===== config.mk =====
export PLATFORM = sky130hd
export DESIGN_NAME = power_save_clock_gating
export DESIGN_NICKNAME = d
export VERILOG_FILES = /design/src/common/pwr_pkg.sv /design/src/common/doze_if.sv /design/src/design/doze_divider.sv /design/src/design/power_save_clock_gating.sv
export VERILOG_INCLUDE_DIRS = /design/src /design/src/common
export SDC_FILE = /design/constraint.sdc
export NUM_CORES = 1
export LEC_CHECK = 0
export BUFFER_PORTS_ARGS = -buffer_cell sky130_fd_sc_hd__buf_2
export CAP_MARGIN = 0
export CORE_UTILIZATION = 46
export CTS_CLUSTER_DIAMETER = 200
export DETAILED_ROUTE_END_ITERATION = 16
export HOLD_SLACK_MARGIN = 0.02
export PLACE_DENSITY = 0.93
export SLEW_MARGIN = 20
export SYNTH_ARGS = -nofsm -noshare
export SYNTH_HDL_FRONTEND = slang
export SYNTH_SLANG_ARGS = --single-unit

===== constraint.sdc =====
create_clock -name ref_clk -period 2 [get_ports ref_clk]
set_input_delay 0.2 -clock ref_clk [delete_from_list [all_inputs] [get_ports ref_clk]]
set_output_delay 0.2 -clock ref_clk [all_outputs]
set_load 0.05 [all_outputs]

===== src/common/pwr_defs.svh =====
`ifndef PWR_DEFS_SVH
`define PWR_DEFS_SVH
// register offsets on the plain register port
`define ADDR_CLOCK_DIVIDER_REG      4'h0
`define ADDR_GATE_ONE    4'h1
`define ADDR_PWR_STATUS  4'h2
// clock divider register fields
`define CLOCK_DIVIDER_REG_ROI_BIT   15
`define CLOCK_DIVIDER_REG_DOZE_HI   14
`define CLOCK_DIVIDER_REG_DOZE_LO   12
`define CLOCK_DIVIDER_REG_CPU_SLOWDOWN_ENABLE_BIT 11
`define CLOCK_DIVIDER_REG_MASK      16'hf800
// module gate register layout
`define GATE_ONE_MASK    16'h3aa9
`define GATE_T3_BIT      13
`define GATE_T2_BIT      12
`define GATE_T1_BIT      11
`define GATE_PWM_BIT     9
`define GATE_I2C_BIT     7
`define GATE_UART_BIT    5
`define GATE_SPI_BIT     3
`define GATE_ADC_BIT     0
`define GATE_ONE_RESET   16'h0000
// wake restart delay in system clock cycles (within 2 to 4)
`define WAKE_DELAY       3'h3
`define PRESENT_DEFAULT  16'h3aa9
`endif


===== src/common/pwr_pkg.sv =====
package pwr_pkg;
    typedef enum logic [1:0] {
        RUN,
        ENTERING,
        IDLE,
        WAKING
    } pmode_t;
    typedef logic [15:0] word_t;
endpackage


===== src/common/doze_if.sv =====
`timescale 1ns/1ps
`default_nettype none
// carries doze settings to the divider and its enable back
interface doze_if;
    logic       doze_on;
    logic [2:0] ratio;
    logic       cpu_en;
    modport ctrl (output doze_on, output ratio, input cpu_en);
    modport div  (input doze_on, input ratio, output cpu_en);
endinterface
`default_nettype wire


===== src/design/doze_divider.sv =====
`timescale 1ns/1ps
`default_nettype none
`include "pwr_defs.svh"
module doze_divider (
    input  wire logic ref_clk,     // system clock
    input  wire logic rst_n,       // async reset, active low
    doze_if.div       dz           // doze settings and cpu enable
);
    typedef struct packed {
        logic [6:0] cnt;
        logic       en;
    } div_state_t;
    div_state_t st_reg;
    div_state_t st_next;
    logic [6:0] top;

    // ------------------------------------------------------------
    // divide by two to the power ratio
    // ------------------------------------------------------------
    always_comb begin
        top = 7'((8'h1 << dz.ratio) - 8'h1);
        st_next = st_reg;
        if (!dz.doze_on || top == 7'h0) begin
            st_next.cnt = 7'h0;
            st_next.en  = 1'b1;
        end else if (st_reg.cnt >= top) begin
            st_next.cnt = 7'h0;
            st_next.en  = 1'b1;
        end else begin
            st_next.cnt = st_reg.cnt + 7'h1;
            st_next.en  = 1'b0;
        end
    end

    // register the divider; peripherals never see this enable
    always_ff @(posedge ref_clk or negedge rst_n) begin
        if (!rst_n) begin
            st_reg <= '{cnt: 7'h0, en: 1'b1};
        end else begin
            st_reg <= st_next;
        end
    end
    assign dz.cpu_en = st_reg.en;

    // no two back-to-back enable pulses while dozing at ratio 1:2
    gap_len_a: assert property (@(posedge ref_clk) disable iff (!rst_n)
        (dz.doze_on && dz.ratio == 3'h1 && $stable(dz.ratio) && st_reg.en)
        |=> !st_reg.en || !dz.doze_on || dz.ratio != 3'h1)
        else $error("doze 1:2 enable too frequent");
endmodule
`default_nettype wire


===== src/design/power_save_clock_gating.sv =====
`timescale 1ns/1ps
`default_nettype none
`include "pwr_defs.svh"
// Functional notes
// - idle stops cpu enable; system clock and enabled peripherals keep running
// - entering idle pulses a watchdog clear
// - in idle keep low power rc on if watchdog or clock monitor enabled
// - enabled interrupt, reset or watchdog timeout ends idle
// - after wake the cpu enable returns a few cycles later
// - interrupt during power save instruction is held until entry completes
// - doze slows only cpu; peripherals stay on full clock
// - doze active when clock divider bit 11 set
// - bits 14:12 pick ratio 1:1 to 1:128, reset 1:1
// - bit 15 set lets interrupts restore full speed
// - module disable bit stops that peripheral clock
// - disabled peripheral ignores register writes, reads invalid
// - peripheral runs only if present and not disabled; reset enabled
// - disable change takes effect one instruction cycle after write
// - gate register bits: t3 13, t2 12, t1 11, pwm 9, i2c 7, uart 5, spi 3, adc 0
// - unimplemented gate bits read zero
// - adc disabled forces analog pins digital, config ignored
// - sleep operand stops all clocks except the rc kept by the watchdog; idle operand halts only cpu
module power_save_clock_gating #(
    parameter logic [15:0] PRESENT = `PRESENT_DEFAULT  // which peripherals exist
) (
    input  wire logic        ref_clk,          // system clock, 100 MHz
    input  wire logic        rst_n,            // async reset, active low
    input  wire logic [3:0]  reg_addr,         // register address
    input  wire logic [15:0] reg_wdata,        // register write data
    input  wire logic        reg_wr,           // write strobe
    input  wire logic        reg_rd,           // read strobe
    output logic      [15:0] reg_rdata,        // read data, cycle after strobe
    input  wire logic        power_save_instruction_exec,      // power save instruction pulse
    input  wire logic        power_save_instruction_sleep,     // operand: 1 sleep, 0 idle
    input  wire logic        irq_pending,      // enabled interrupt request
    input  wire logic        wdt_timeout,      // watchdog timeout pulse
    input  wire logic        wdt_enabled,      // watchdog enabled
    input  wire logic        clock_fail_monitor_enabled,     // clock fail monitor enabled
    input  wire logic [15:0] periph_wr,        // per peripheral sfr write request
    input  wire logic [15:0] analog_pin_config,// analog pin configuration bits
    output logic             cpu_clk_en,       // cpu advance enable
    output logic             sys_clk_en,       // system clock running
    output logic             low_power_rc_osc_en,          // low power rc oscillator on
    output logic             wdt_clear,        // watchdog clear pulse
    output logic             wake_irq,         // wake was caused by interrupt
    output logic      [15:0] periph_clk_en,    // per peripheral clock enable
    output logic      [15:0] periph_wr_ok,     // gated sfr write enables
    output logic      [15:0] periph_rd_valid,  // sfr reads valid
    output logic      [15:0] analog_pin_eff    // effective analog pin config
);
    typedef struct packed {
        pwr_pkg::pmode_t mode;
        logic            sleeping;
        logic            held_irq;
        logic [2:0]      wake_cnt;
        logic            wdt_clr;
        logic            woke_irq;
        logic [15:0]     clock_divider_reg;
        logic [15:0]     gate;
        logic [15:0]     gate_eff;
        logic            gate_pend;
        logic [15:0]     rdata;
    } ctl_state_t;

    ctl_state_t st_reg;
    ctl_state_t st_next;
    doze_if     dz ();
    logic       wake_evt;
    logic       ipl_irq;

    // ------------------------------------------------------------
    // helpers
    // ------------------------------------------------------------
    function automatic logic [15:0] gate_bits(input logic [15:0] v);
        gate_bits = v & `GATE_ONE_MASK;
    endfunction

    // ------------------------------------------------------------
    // doze divider
    // ------------------------------------------------------------
    assign dz.doze_on = st_reg.clock_divider_reg[`CLOCK_DIVIDER_REG_CPU_SLOWDOWN_ENABLE_BIT];
    assign dz.ratio   = st_reg.clock_divider_reg[`CLOCK_DIVIDER_REG_DOZE_HI:`CLOCK_DIVIDER_REG_DOZE_LO];

    doze_divider u_div (
        .ref_clk (ref_clk),
        .rst_n   (rst_n),
        .dz      (dz)
    );

    // an interrupt seen during entry is replayed once entry completes
    assign ipl_irq  = irq_pending || st_reg.held_irq;
    assign wake_evt = ipl_irq || wdt_timeout;

    // ------------------------------------------------------------
    // next state
    // ------------------------------------------------------------
    always_comb begin
        st_next = st_reg;
        st_next.wdt_clr = 1'b0;
        st_next.rdata   = 16'h0000;
        unique case (st_reg.mode)
            pwr_pkg::RUN: begin
                if (power_save_instruction_exec) begin
                    // entry takes one cycle so a coincident request is held
                    st_next.mode     = pwr_pkg::ENTERING;
                    st_next.sleeping = power_save_instruction_sleep;
                    st_next.held_irq = irq_pending;
                end
            end
            pwr_pkg::ENTERING: begin
                st_next.mode     = pwr_pkg::IDLE;
                st_next.wdt_clr  = 1'b1;
                st_next.held_irq = st_reg.held_irq || irq_pending;
            end
            pwr_pkg::IDLE: begin
                if (wake_evt) begin
                    st_next.mode     = pwr_pkg::WAKING;
                    st_next.wake_cnt = `WAKE_DELAY;
                    st_next.woke_irq = ipl_irq;
                    st_next.held_irq = 1'b0;
                end
            end
            pwr_pkg::WAKING: begin
                if (st_reg.wake_cnt == 3'h1) begin
                    st_next.mode     = pwr_pkg::RUN;
                    st_next.sleeping = 1'b0;
                    st_next.wake_cnt = 3'h0;
                end else begin
                    st_next.wake_cnt = st_reg.wake_cnt - 3'h1;
                end
            end
        endcase

        // software writes to the control registers
        if (reg_wr && reg_addr == `ADDR_CLOCK_DIVIDER_REG) begin
            st_next.clock_divider_reg = reg_wdata & `CLOCK_DIVIDER_REG_MASK;
        end
        if (reg_wr && reg_addr == `ADDR_GATE_ONE) begin
            st_next.gate      = gate_bits(reg_wdata);
            st_next.gate_pend = 1'b1;
        end
        // hardware clear wins over a same-cycle software write of cpu_slowdown_enable
        if (irq_pending && st_reg.clock_divider_reg[`CLOCK_DIVIDER_REG_ROI_BIT]
            && st_reg.clock_divider_reg[`CLOCK_DIVIDER_REG_CPU_SLOWDOWN_ENABLE_BIT]) begin
            st_next.clock_divider_reg[`CLOCK_DIVIDER_REG_CPU_SLOWDOWN_ENABLE_BIT] = 1'b0;
        end
        // effective gate lags the register by one cycle
        if (st_reg.gate_pend) begin
            st_next.gate_eff  = st_reg.gate;
            st_next.gate_pend = reg_wr && reg_addr == `ADDR_GATE_ONE;
        end

        // read data in the cycle after the strobe, unmapped reads zero
        if (reg_rd) begin
            unique case (reg_addr)
                `ADDR_CLOCK_DIVIDER_REG:     st_next.rdata = st_reg.clock_divider_reg;
                `ADDR_GATE_ONE:   st_next.rdata = gate_bits(st_reg.gate);
                `ADDR_PWR_STATUS: st_next.rdata = {12'h000, st_reg.woke_irq,
                                                   st_reg.sleeping, st_reg.mode};
                default:          st_next.rdata = 16'h0000;
            endcase
        end
    end

    // ------------------------------------------------------------
    // state register
    // ------------------------------------------------------------
    always_ff @(posedge ref_clk or negedge rst_n) begin
        if (!rst_n) begin
            st_reg <= '{mode: pwr_pkg::RUN, sleeping: 1'b0, held_irq: 1'b0,
                        wake_cnt: 3'h0, wdt_clr: 1'b0, woke_irq: 1'b0,
                        clock_divider_reg: 16'h0000, gate: `GATE_ONE_RESET,
                        gate_eff: `GATE_ONE_RESET, gate_pend: 1'b0,
                        rdata: 16'h0000};
        end else begin
            st_reg <= st_next;
        end
    end

    // ------------------------------------------------------------
    // outputs
    // ------------------------------------------------------------
    // cpu only advances in run mode, at the doze rate
    assign cpu_clk_en = (st_reg.mode == pwr_pkg::RUN) && dz.cpu_en;
    // sleep stops the system clock, idle keeps it
    assign sys_clk_en = !(st_reg.sleeping && st_reg.mode != pwr_pkg::RUN);
    // rc stays alive for the watchdog, and for the clock monitor outside sleep
    assign low_power_rc_osc_en    = wdt_enabled || (clock_fail_monitor_enabled && !st_reg.sleeping);
    assign wdt_clear  = st_reg.wdt_clr;
    assign wake_irq   = st_reg.woke_irq;
    assign reg_rdata  = st_reg.rdata;
    // present, not disabled and system clock running
    assign periph_clk_en   = ~st_reg.gate_eff & PRESENT & `GATE_ONE_MASK
                             & {16{sys_clk_en}};
    assign periph_wr_ok    = periph_wr & ~st_reg.gate_eff & PRESENT;
    assign periph_rd_valid = ~st_reg.gate_eff & PRESENT & `GATE_ONE_MASK;
    // adc gated: pins fall back to digital, config ignored
    assign analog_pin_eff  = (st_reg.gate_eff[`GATE_ADC_BIT] || !PRESENT[`GATE_ADC_BIT])
                             ? 16'hffff : analog_pin_config;

    // ------------------------------------------------------------
    // checks
    // ------------------------------------------------------------
    idle_halts_cpu_a: assert property (@(posedge ref_clk) disable iff (!rst_n)
        (st_reg.mode == pwr_pkg::IDLE) |-> !cpu_clk_en)
        else $error("cpu advanced in idle");
    entry_clears_wdt_a: assert property (@(posedge ref_clk) disable iff (!rst_n)
        (st_reg.mode == pwr_pkg::RUN && power_save_instruction_exec) |=> ##1 wdt_clear)
        else $error("no watchdog clear on idle entry");
    low_power_rc_osc_kept_a: assert property (@(posedge ref_clk) disable iff (!rst_n)
        (st_reg.mode == pwr_pkg::IDLE && !st_reg.sleeping && (wdt_enabled || clock_fail_monitor_enabled))
        |-> low_power_rc_osc_en)
        else $error("rc stopped in idle");
    wake_resume_a: assert property (@(posedge ref_clk) disable iff (!rst_n)
        (st_reg.mode == pwr_pkg::IDLE && (irq_pending || wdt_timeout))
        |=> (st_reg.mode == pwr_pkg::WAKING)[*3] ##1 (st_reg.mode == pwr_pkg::RUN))
        else $error("wake did not resume in 3 cycles");
    held_irq_wakes_a: assert property (@(posedge ref_clk) disable iff (!rst_n)
        (st_reg.mode == pwr_pkg::RUN && power_save_instruction_exec && irq_pending)
        |=> ##2 (st_reg.mode == pwr_pkg::WAKING && wake_irq))
        else $error("coincident interrupt lost");
    roi_clears_doze_a: assert property (@(posedge ref_clk) disable iff (!rst_n)
        (irq_pending && st_reg.clock_divider_reg[`CLOCK_DIVIDER_REG_ROI_BIT] && st_reg.clock_divider_reg[`CLOCK_DIVIDER_REG_CPU_SLOWDOWN_ENABLE_BIT])
        |=> !st_reg.clock_divider_reg[`CLOCK_DIVIDER_REG_CPU_SLOWDOWN_ENABLE_BIT])
        else $error("doze not cleared by interrupt");
    gate_delay_a: assert property (@(posedge ref_clk) disable iff (!rst_n)
        (reg_wr && reg_addr == `ADDR_GATE_ONE) |=> ##1
        (st_reg.gate_eff == $past(gate_bits(reg_wdata), 2)))
        else $error("gate change not one cycle after write");
    gate_read_zero_a: assert property (@(posedge ref_clk) disable iff (!rst_n)
        (reg_rd && reg_addr == `ADDR_GATE_ONE) |=> ((reg_rdata & ~`GATE_ONE_MASK) == 16'h0000))
        else $error("reserved gate bit read nonzero");
    adc_digital_a: assert property (@(posedge ref_clk) disable iff (!rst_n)
        st_reg.gate_eff[`GATE_ADC_BIT] |-> (analog_pin_eff == 16'hffff))
        else $error("analog config used while adc gated");
    wr_blocked_a: assert property (@(posedge ref_clk) disable iff (!rst_n)
        ((periph_wr & st_reg.gate_eff) != 16'h0000) |-> ((periph_wr_ok & st_reg.gate_eff) == 16'h0000))
        else $error("write passed to gated peripheral");
endmodule
`default_nettype wire


# Yosys cells after proc, flatten, opt, wreduce, memory -nomap -nowiden
# Cells that the tools add are included.
[word_totals]
reg_bits = 55
input_bits = 62
out_inout_bits = 85
wordCells = 77
[classes]
add_sub_neg = 3
magnitude_cmp = 1
n_eq_ne = 9
n_shift = 1
muxes = 19
bitwise_logic = 3
n_reduce_logical = 27
[ops]
columns = ["op", "count"]
rows = [
  ["one-hot mux 16 bit (3 select lines)", 1],
  ["2-to-1 mux 16 bit", 2],
  ["bitwise AND 14 x 16 -> 16 bit", 1],
  ["2-to-1 mux 8 bit", 2],
  ["bitwise AND 14 bit", 1],
  ["NOT 14 bit", 1],
  ["2-to-1 mux 12 bit", 1],
  ["AND reduction 3 bit", 3],
  ["2-to-1 mux 4 bit", 2],
  ["one-hot mux 2 bit (4 select lines)", 1],
  ["nonzero test 2 bit", 4],
  ["adder 7 x 1 -> 7 bit (second input constant)", 1],
  [">= comparator 7 bit", 1],
  ["logical AND 1 bit", 7],
  ["logical NOT 7 bit", 1],
  ["left shift 1 x 3 -> 7 bit (first input constant)", 1],
  ["subtractor 7 x 1 -> 7 bit (second input constant)", 1],
  ["2-to-1 mux 3 bit", 2],
  ["!= test 2 bit (second input constant)", 3],
  ["one-hot mux 3 bit (2 select lines)", 1],
  ["equality test 2 bit (second input constant)", 2],
  ["equality test 4 x 1 -> 1 bit (second input constant)", 1],
  ["equality test 4 x 2 -> 1 bit (second input constant)", 1],
  ["logical NOT 4 bit", 1],
  ["other kinds (12)", 21],
]

# Depth between registers and ports, before layout
[depth]
depth_word = 5
depth_mapped = 6
depth_no_buf = 5

# Cells and area by module
# Synthesis repeated with hierarchy kept, for this count alone.
[hier_totals]
cells_unflattened = 288
area_unflattened_um2 = 2964.1
[by_module_without_submodules]
columns = ["mod", "instances", "cells_per_inst", "area_per_inst_um2", "seq_area_each_um2"]
rows = [
  ["power_save_clock_gating", 1, 232, 2399.8, 1076.0],
  ["doze_divider", 1, 56, 564.3, 201.4],
]

# Worst setup path after synthesis
# OpenSTA, ideal clock, no wires.
[synth_timing]
path_kind = "reg-to-output"
startpoint = "register st_reg[72] (netlist bit)"
endpoint = "output periph_clk_en[0]"
arrival_time_ns = 1.604
setup_slack_ns = 0.196
stages_incl_launch_ff = 6
path_buffers = 1
path_cell_list = "dfrtp_1 inv_1 ha_1 nor2b_1 clkbuf_1 nor2_1"
[synth_via]
elab_chain_cells = 4
[synth_lines]
columns = ["item", "line", "text"]
rows = [
  ["start, declared", "power_save_clock_gating.sv:65", "ctl_state_t st_reg;"],
  ["start signal, assigned", "power_save_clock_gating.sv:170", "st_reg <= '{mode: pwr_pkg::RUN, sleeping: 1'b0, held_irq: 1'b0,"],
  ["start signal, assigned", "power_save_clock_gating.sv:176", "st_reg <= st_next;"],
  ["nonzero test 2 bit", "power_save_clock_gating.sv:186", "assign sys_clk_en = !(st_reg.sleeping && st_reg.mode != pwr_pkg::RUN);"],
  ["logical AND 1 bit", "power_save_clock_gating.sv:186", ""],
  ["logical NOT 1 bit", "power_save_clock_gating.sv:186", ""],
  ["bitwise AND 14 x 16 -> 16 bit", "power_save_clock_gating.sv:193", "assign periph_clk_en = ~st_reg.gate_eff & PRESENT & `GATE_ONE_MASK"],
  ["end, declared", "power_save_clock_gating.sv:46", "output logic [15:0] periph_clk_en,"],
]
# No other way between the ends.

==> metrics.md <==
| Metric | Value |
|---|---|
| Status | `finished, final reports clean` |
| Switch Pwr | `2.14 mW` |
| Share of total power in combinational logic | `51.7%` |
| Worst Skew | `0.00765 ns` |
| Max-cap violation count | `0` |
| Port Buffers | `104` |
| TritonCTS buffer count | `5` |
| Crit Path Class | `reg -> reg` |
| Setup-failing EPs final | `0` |
| Clk slew on worst S/H paths | `0.09 ns` |
| Final core occ | `58.2%` |
| Sequential-to-total area share from yosys stat | `44.5%` |
| Ant. Diodes | `0` |
| Skew-Pair Late Insertion Delay | `about 0.30 ns` |
| Post-Syn Area | `0.00287 mm^2` |
| Initial antenna violation count | `0` |
| Area after DPL | `~0.0033 mm^2` |
| H-tree depth | `2` |
| Dominant cells by area after synthesis | `dfrtp_1 44%, buf_4 11%, ha_1 6.1%, mux2_2 5.5%, or2_2 3.5%` |
| Final HPWL DP | `4980 um` |
| Met1 usage | `about a fifth` |
| Gr busiest metal | `met2` |
| P&R area growth vs syn | `20.7%` |
| Most frequent cell after synthesis | `dfrtp_1` |
| Crit path cell chain | `or3_1, ha_1, nor2b_1, o21ai_2, a221oi_1` |
| IO Pins | `approximately 150` |
| Total routed wirelength | `6460 um` |
| CP Max Fanout | `8` |
| Row cnt | `28` |
| DR WL/cell | `14.0 um` |
| Clock root cell | `clkbuf_8` |
| Die W | `81.0 um` |
| Final instance area | `0.00346 mm^2` |
| Yosys warning count | `0` |
| Slew Limit Fails | `0` |
| Pwr dens | `approximately 1300 mW/mm^2` |
| Min-Delay Path Class | `in -> reg` |
| CTS Buffer Depth | `2` |
| Initial Util | `48.2%` |
| Global-route wire length before repair | `9790 um` |
| Post-synthesis mux area share | `6.54%` |
| Post-Syn Instances | `287` |
| Layout cell share with drive strength beyond 1 | `41.1%` |
| CP delay by family, top | `simple AND/OR/NAND/NOR gates` |
| CP Buf/Inv Count | `0` |
| Crit. End Element | `register` |
| Antenna viol nets, final | `0` |
| Crit-path slowest cell | `dfrtp_2` |
| Min cycle time layout | `1.93 ns` |
| Adder-cell area share of the yosys netlist | `just over 6%` |
| Layout Nets | `463` |
| Drc violations | `0` |
| First-pass DRT Iterations | `4` |
| Total track usage | `19.9%` |
| Worst-margin pin slew | `a little over 0.6 ns` |
| Largest family of logic cells by synthesized area | `simple AND/OR/NAND/NOR gates` |
| CTS tree | `done` |
| F_max | `517 MHz` |
| Rel. slew slack | `58.4%` |
| Switching Share | `approximately half` |
| Die H | `approximately 81 um` |
| Yosys top cell area share | `43.6%` |
| Routability cong. | `0.859` |
| Synth Area in Simple Gates | `between 10% and 20%` |
| Setup crit start kind | `register` |
| Vias in the first global route | `2190` |
| XOR/XNOR share of the synthesized area | `less than 1%` |
| Yosys top cell by area | `dfrtp_1` |
| Register bit total from synthesis | `51` |
| Async set-or-reset flop fraction in the synthesized netlist | `100%` |
| Via count | `2318` |
| Post-synth EDFFs | `0` |
| Pleak | `1.81 nW` |
| Largest net degree at the start of global routing | `28` |
| Syn Area/Cell | `10.0 um^2` |
| Vias per cell | `about 5.0` |
| VDD IR max | `666 uV` |
| Met2 usage | `between 30% and 40%` |
| Grt ovf | `0` |
| Most frequent cells after synthesis | `50 x dfrtp_1, 41 x buf_4, 19 x inv_1, 19 x nand2_1` |
| Full die area | `roughly 0.0066 mm^2` |
| Post-synthesis compound-gate area fraction | `between 9 and 10%` |
| Hold violation total from the final report | `0` |
| Initial drt markers | `151` |
| Crit path DAT | `approximately 2.1 ns` |
| Pwr Total | `4.45 mW` |
| Met3 usage | `3.82%` |
| Yosys cell types | `46` |
| Clock power frac | `15.6%` |
| CP peak stage delay | `around 0.47 ns` |
| Internal | `2.31 mW` |
| Data required, critical path | `between 2 and 2.5 ns` |
| Largest register FFs | `25` |
| Core Area | `around 0.0060 mm^2` |
| Clock sink count | `51` |
| Crit share post-route | `96.6%` |
| Reg power frac | `32.7%` |
| Most used DFF post-synth | `dfrtp_1` |
## worst reg2reg max path: cells and delay by family (launching register included)
| kind | cells | cell delay [ns] |
|---|---|---|
| AND/OR/NAND/NOR | 2 | 0.59 |
| flip-flops | 1 | 0.47 |
| AO/OA/AOI/OAI | 2 | 0.47 |
| adder cells (fa/ha/maj) | 1 | 0.30 |
## path summary, 6_finish.rpt
path,end,startpoint,slack [ns],cells past startpoint
min in group asynchronous,u_div.st_reg[1],rst_n,0.44,2
worst max-delay path,u_div.st_reg[7],dz.ratio[1],0.07,5
worst min register to register,st_reg[22],st_reg[38],0.51,2
max in group asynchronous,reg_rdata[1],rst_n,0.81,3
worst max register to register,u_div.st_reg[7],dz.ratio[1],0.07,5
worst min-delay path,st_reg[40],reg_wdata[7],0.13,2
## layer usage
metal	vias to the layer above	share of wire, %
li1	1099	-
met1	1095	36
met2	110	55
met3	14	6.3
met4	0	2.2
met5	-	0
## power by group through the flow
stage                     logic [mW]  clock network (mW)  registers, mW
after floorplan                 1.79                   0           1.48
after global placement          2.16                   0           1.45
after CTS                       2.27               0.710           1.45
after global routing            2.48               0.742           1.49
final                           2.30               0.693           1.45
after detailed placement        2.23                   0           1.47
## through the flow
| stage | instances | worst slack, ns | setup TNS, ns | hold slack (ns) |
|---|---|---|---|---|
| 3_3_place_gp | 453 | 0.107 | 0 | 0.223 |
| 2_1_floorplan | 314 | 0.196 | 0 | -0.0956 |
| 4_1_cts | 461 | 0.0403 | 0 | 0.128 |
| 3_5_place_dp | 453 | -0.0371 | -0.0470 | 0.239 |
| 6_report | 462 | 0.0676 | 0 | 0.134 |
| 5_1_grt | 462 | -0.0370 | -0.0522 | 0.134 |
## cells in the final DEF (no fill, tap or decap), types with 2 or more instances in the layout
master,count
nor2_1,16
xor2_1,2
and3_1,5
buf_2,101
nor3b_1,3
a211oi_1,5
mux2_2,14
a21o_1,2
inv_1,19
nand2b_1,2
a22oi_1,2
clkbuf_4,3
or2_2,16
buf_4,6
conb_1,28
a31oi_1,2
o22ai_1,2
o21ai_0,13
ha_1,14
nand2_1,19
or3_1,3
clkbuf_8,5
a21oi_1,6
nand3_1,5
mux2i_1,3
dfrtp_1,49
nor2b_1,13
nor3_1,2
## kinds of logic (layout without fill, tap and decap cells)
kind of cell               count (synthesis)  in the layout
and+or+nand+nor                           94             94
buffers and inverters                     64            137
DFF                                       51             51
AOI/OAI and AO/OA                         43             43
muxes                                     17             17
adders and majority gates                 14             14
xor gates and xnor gates                   3              3
other                                      1             28
## repair_timing
| item | 4_1_cts | 5_1_grt |
|---|---|---|
| gates resized for setup | 3 | 7 |
| endpoints found under the setup margin | 13 | 12 |
| buffers inserted | 0 | 1 |
| hold buffers | 1 | 0 |
| hold endpoints to repair | 25 | 0 |
## layout make-up
class	instances	area, um^2
fill	509	2490
multi-input combinational	199	1330
sequential	51	1280
timing repair buffer	111	583
tap	75	93.8
inverter	19	71.3
clock buffer	5	68.8
clock inverter	2	37.5
(Power assumes the default switching activity.)
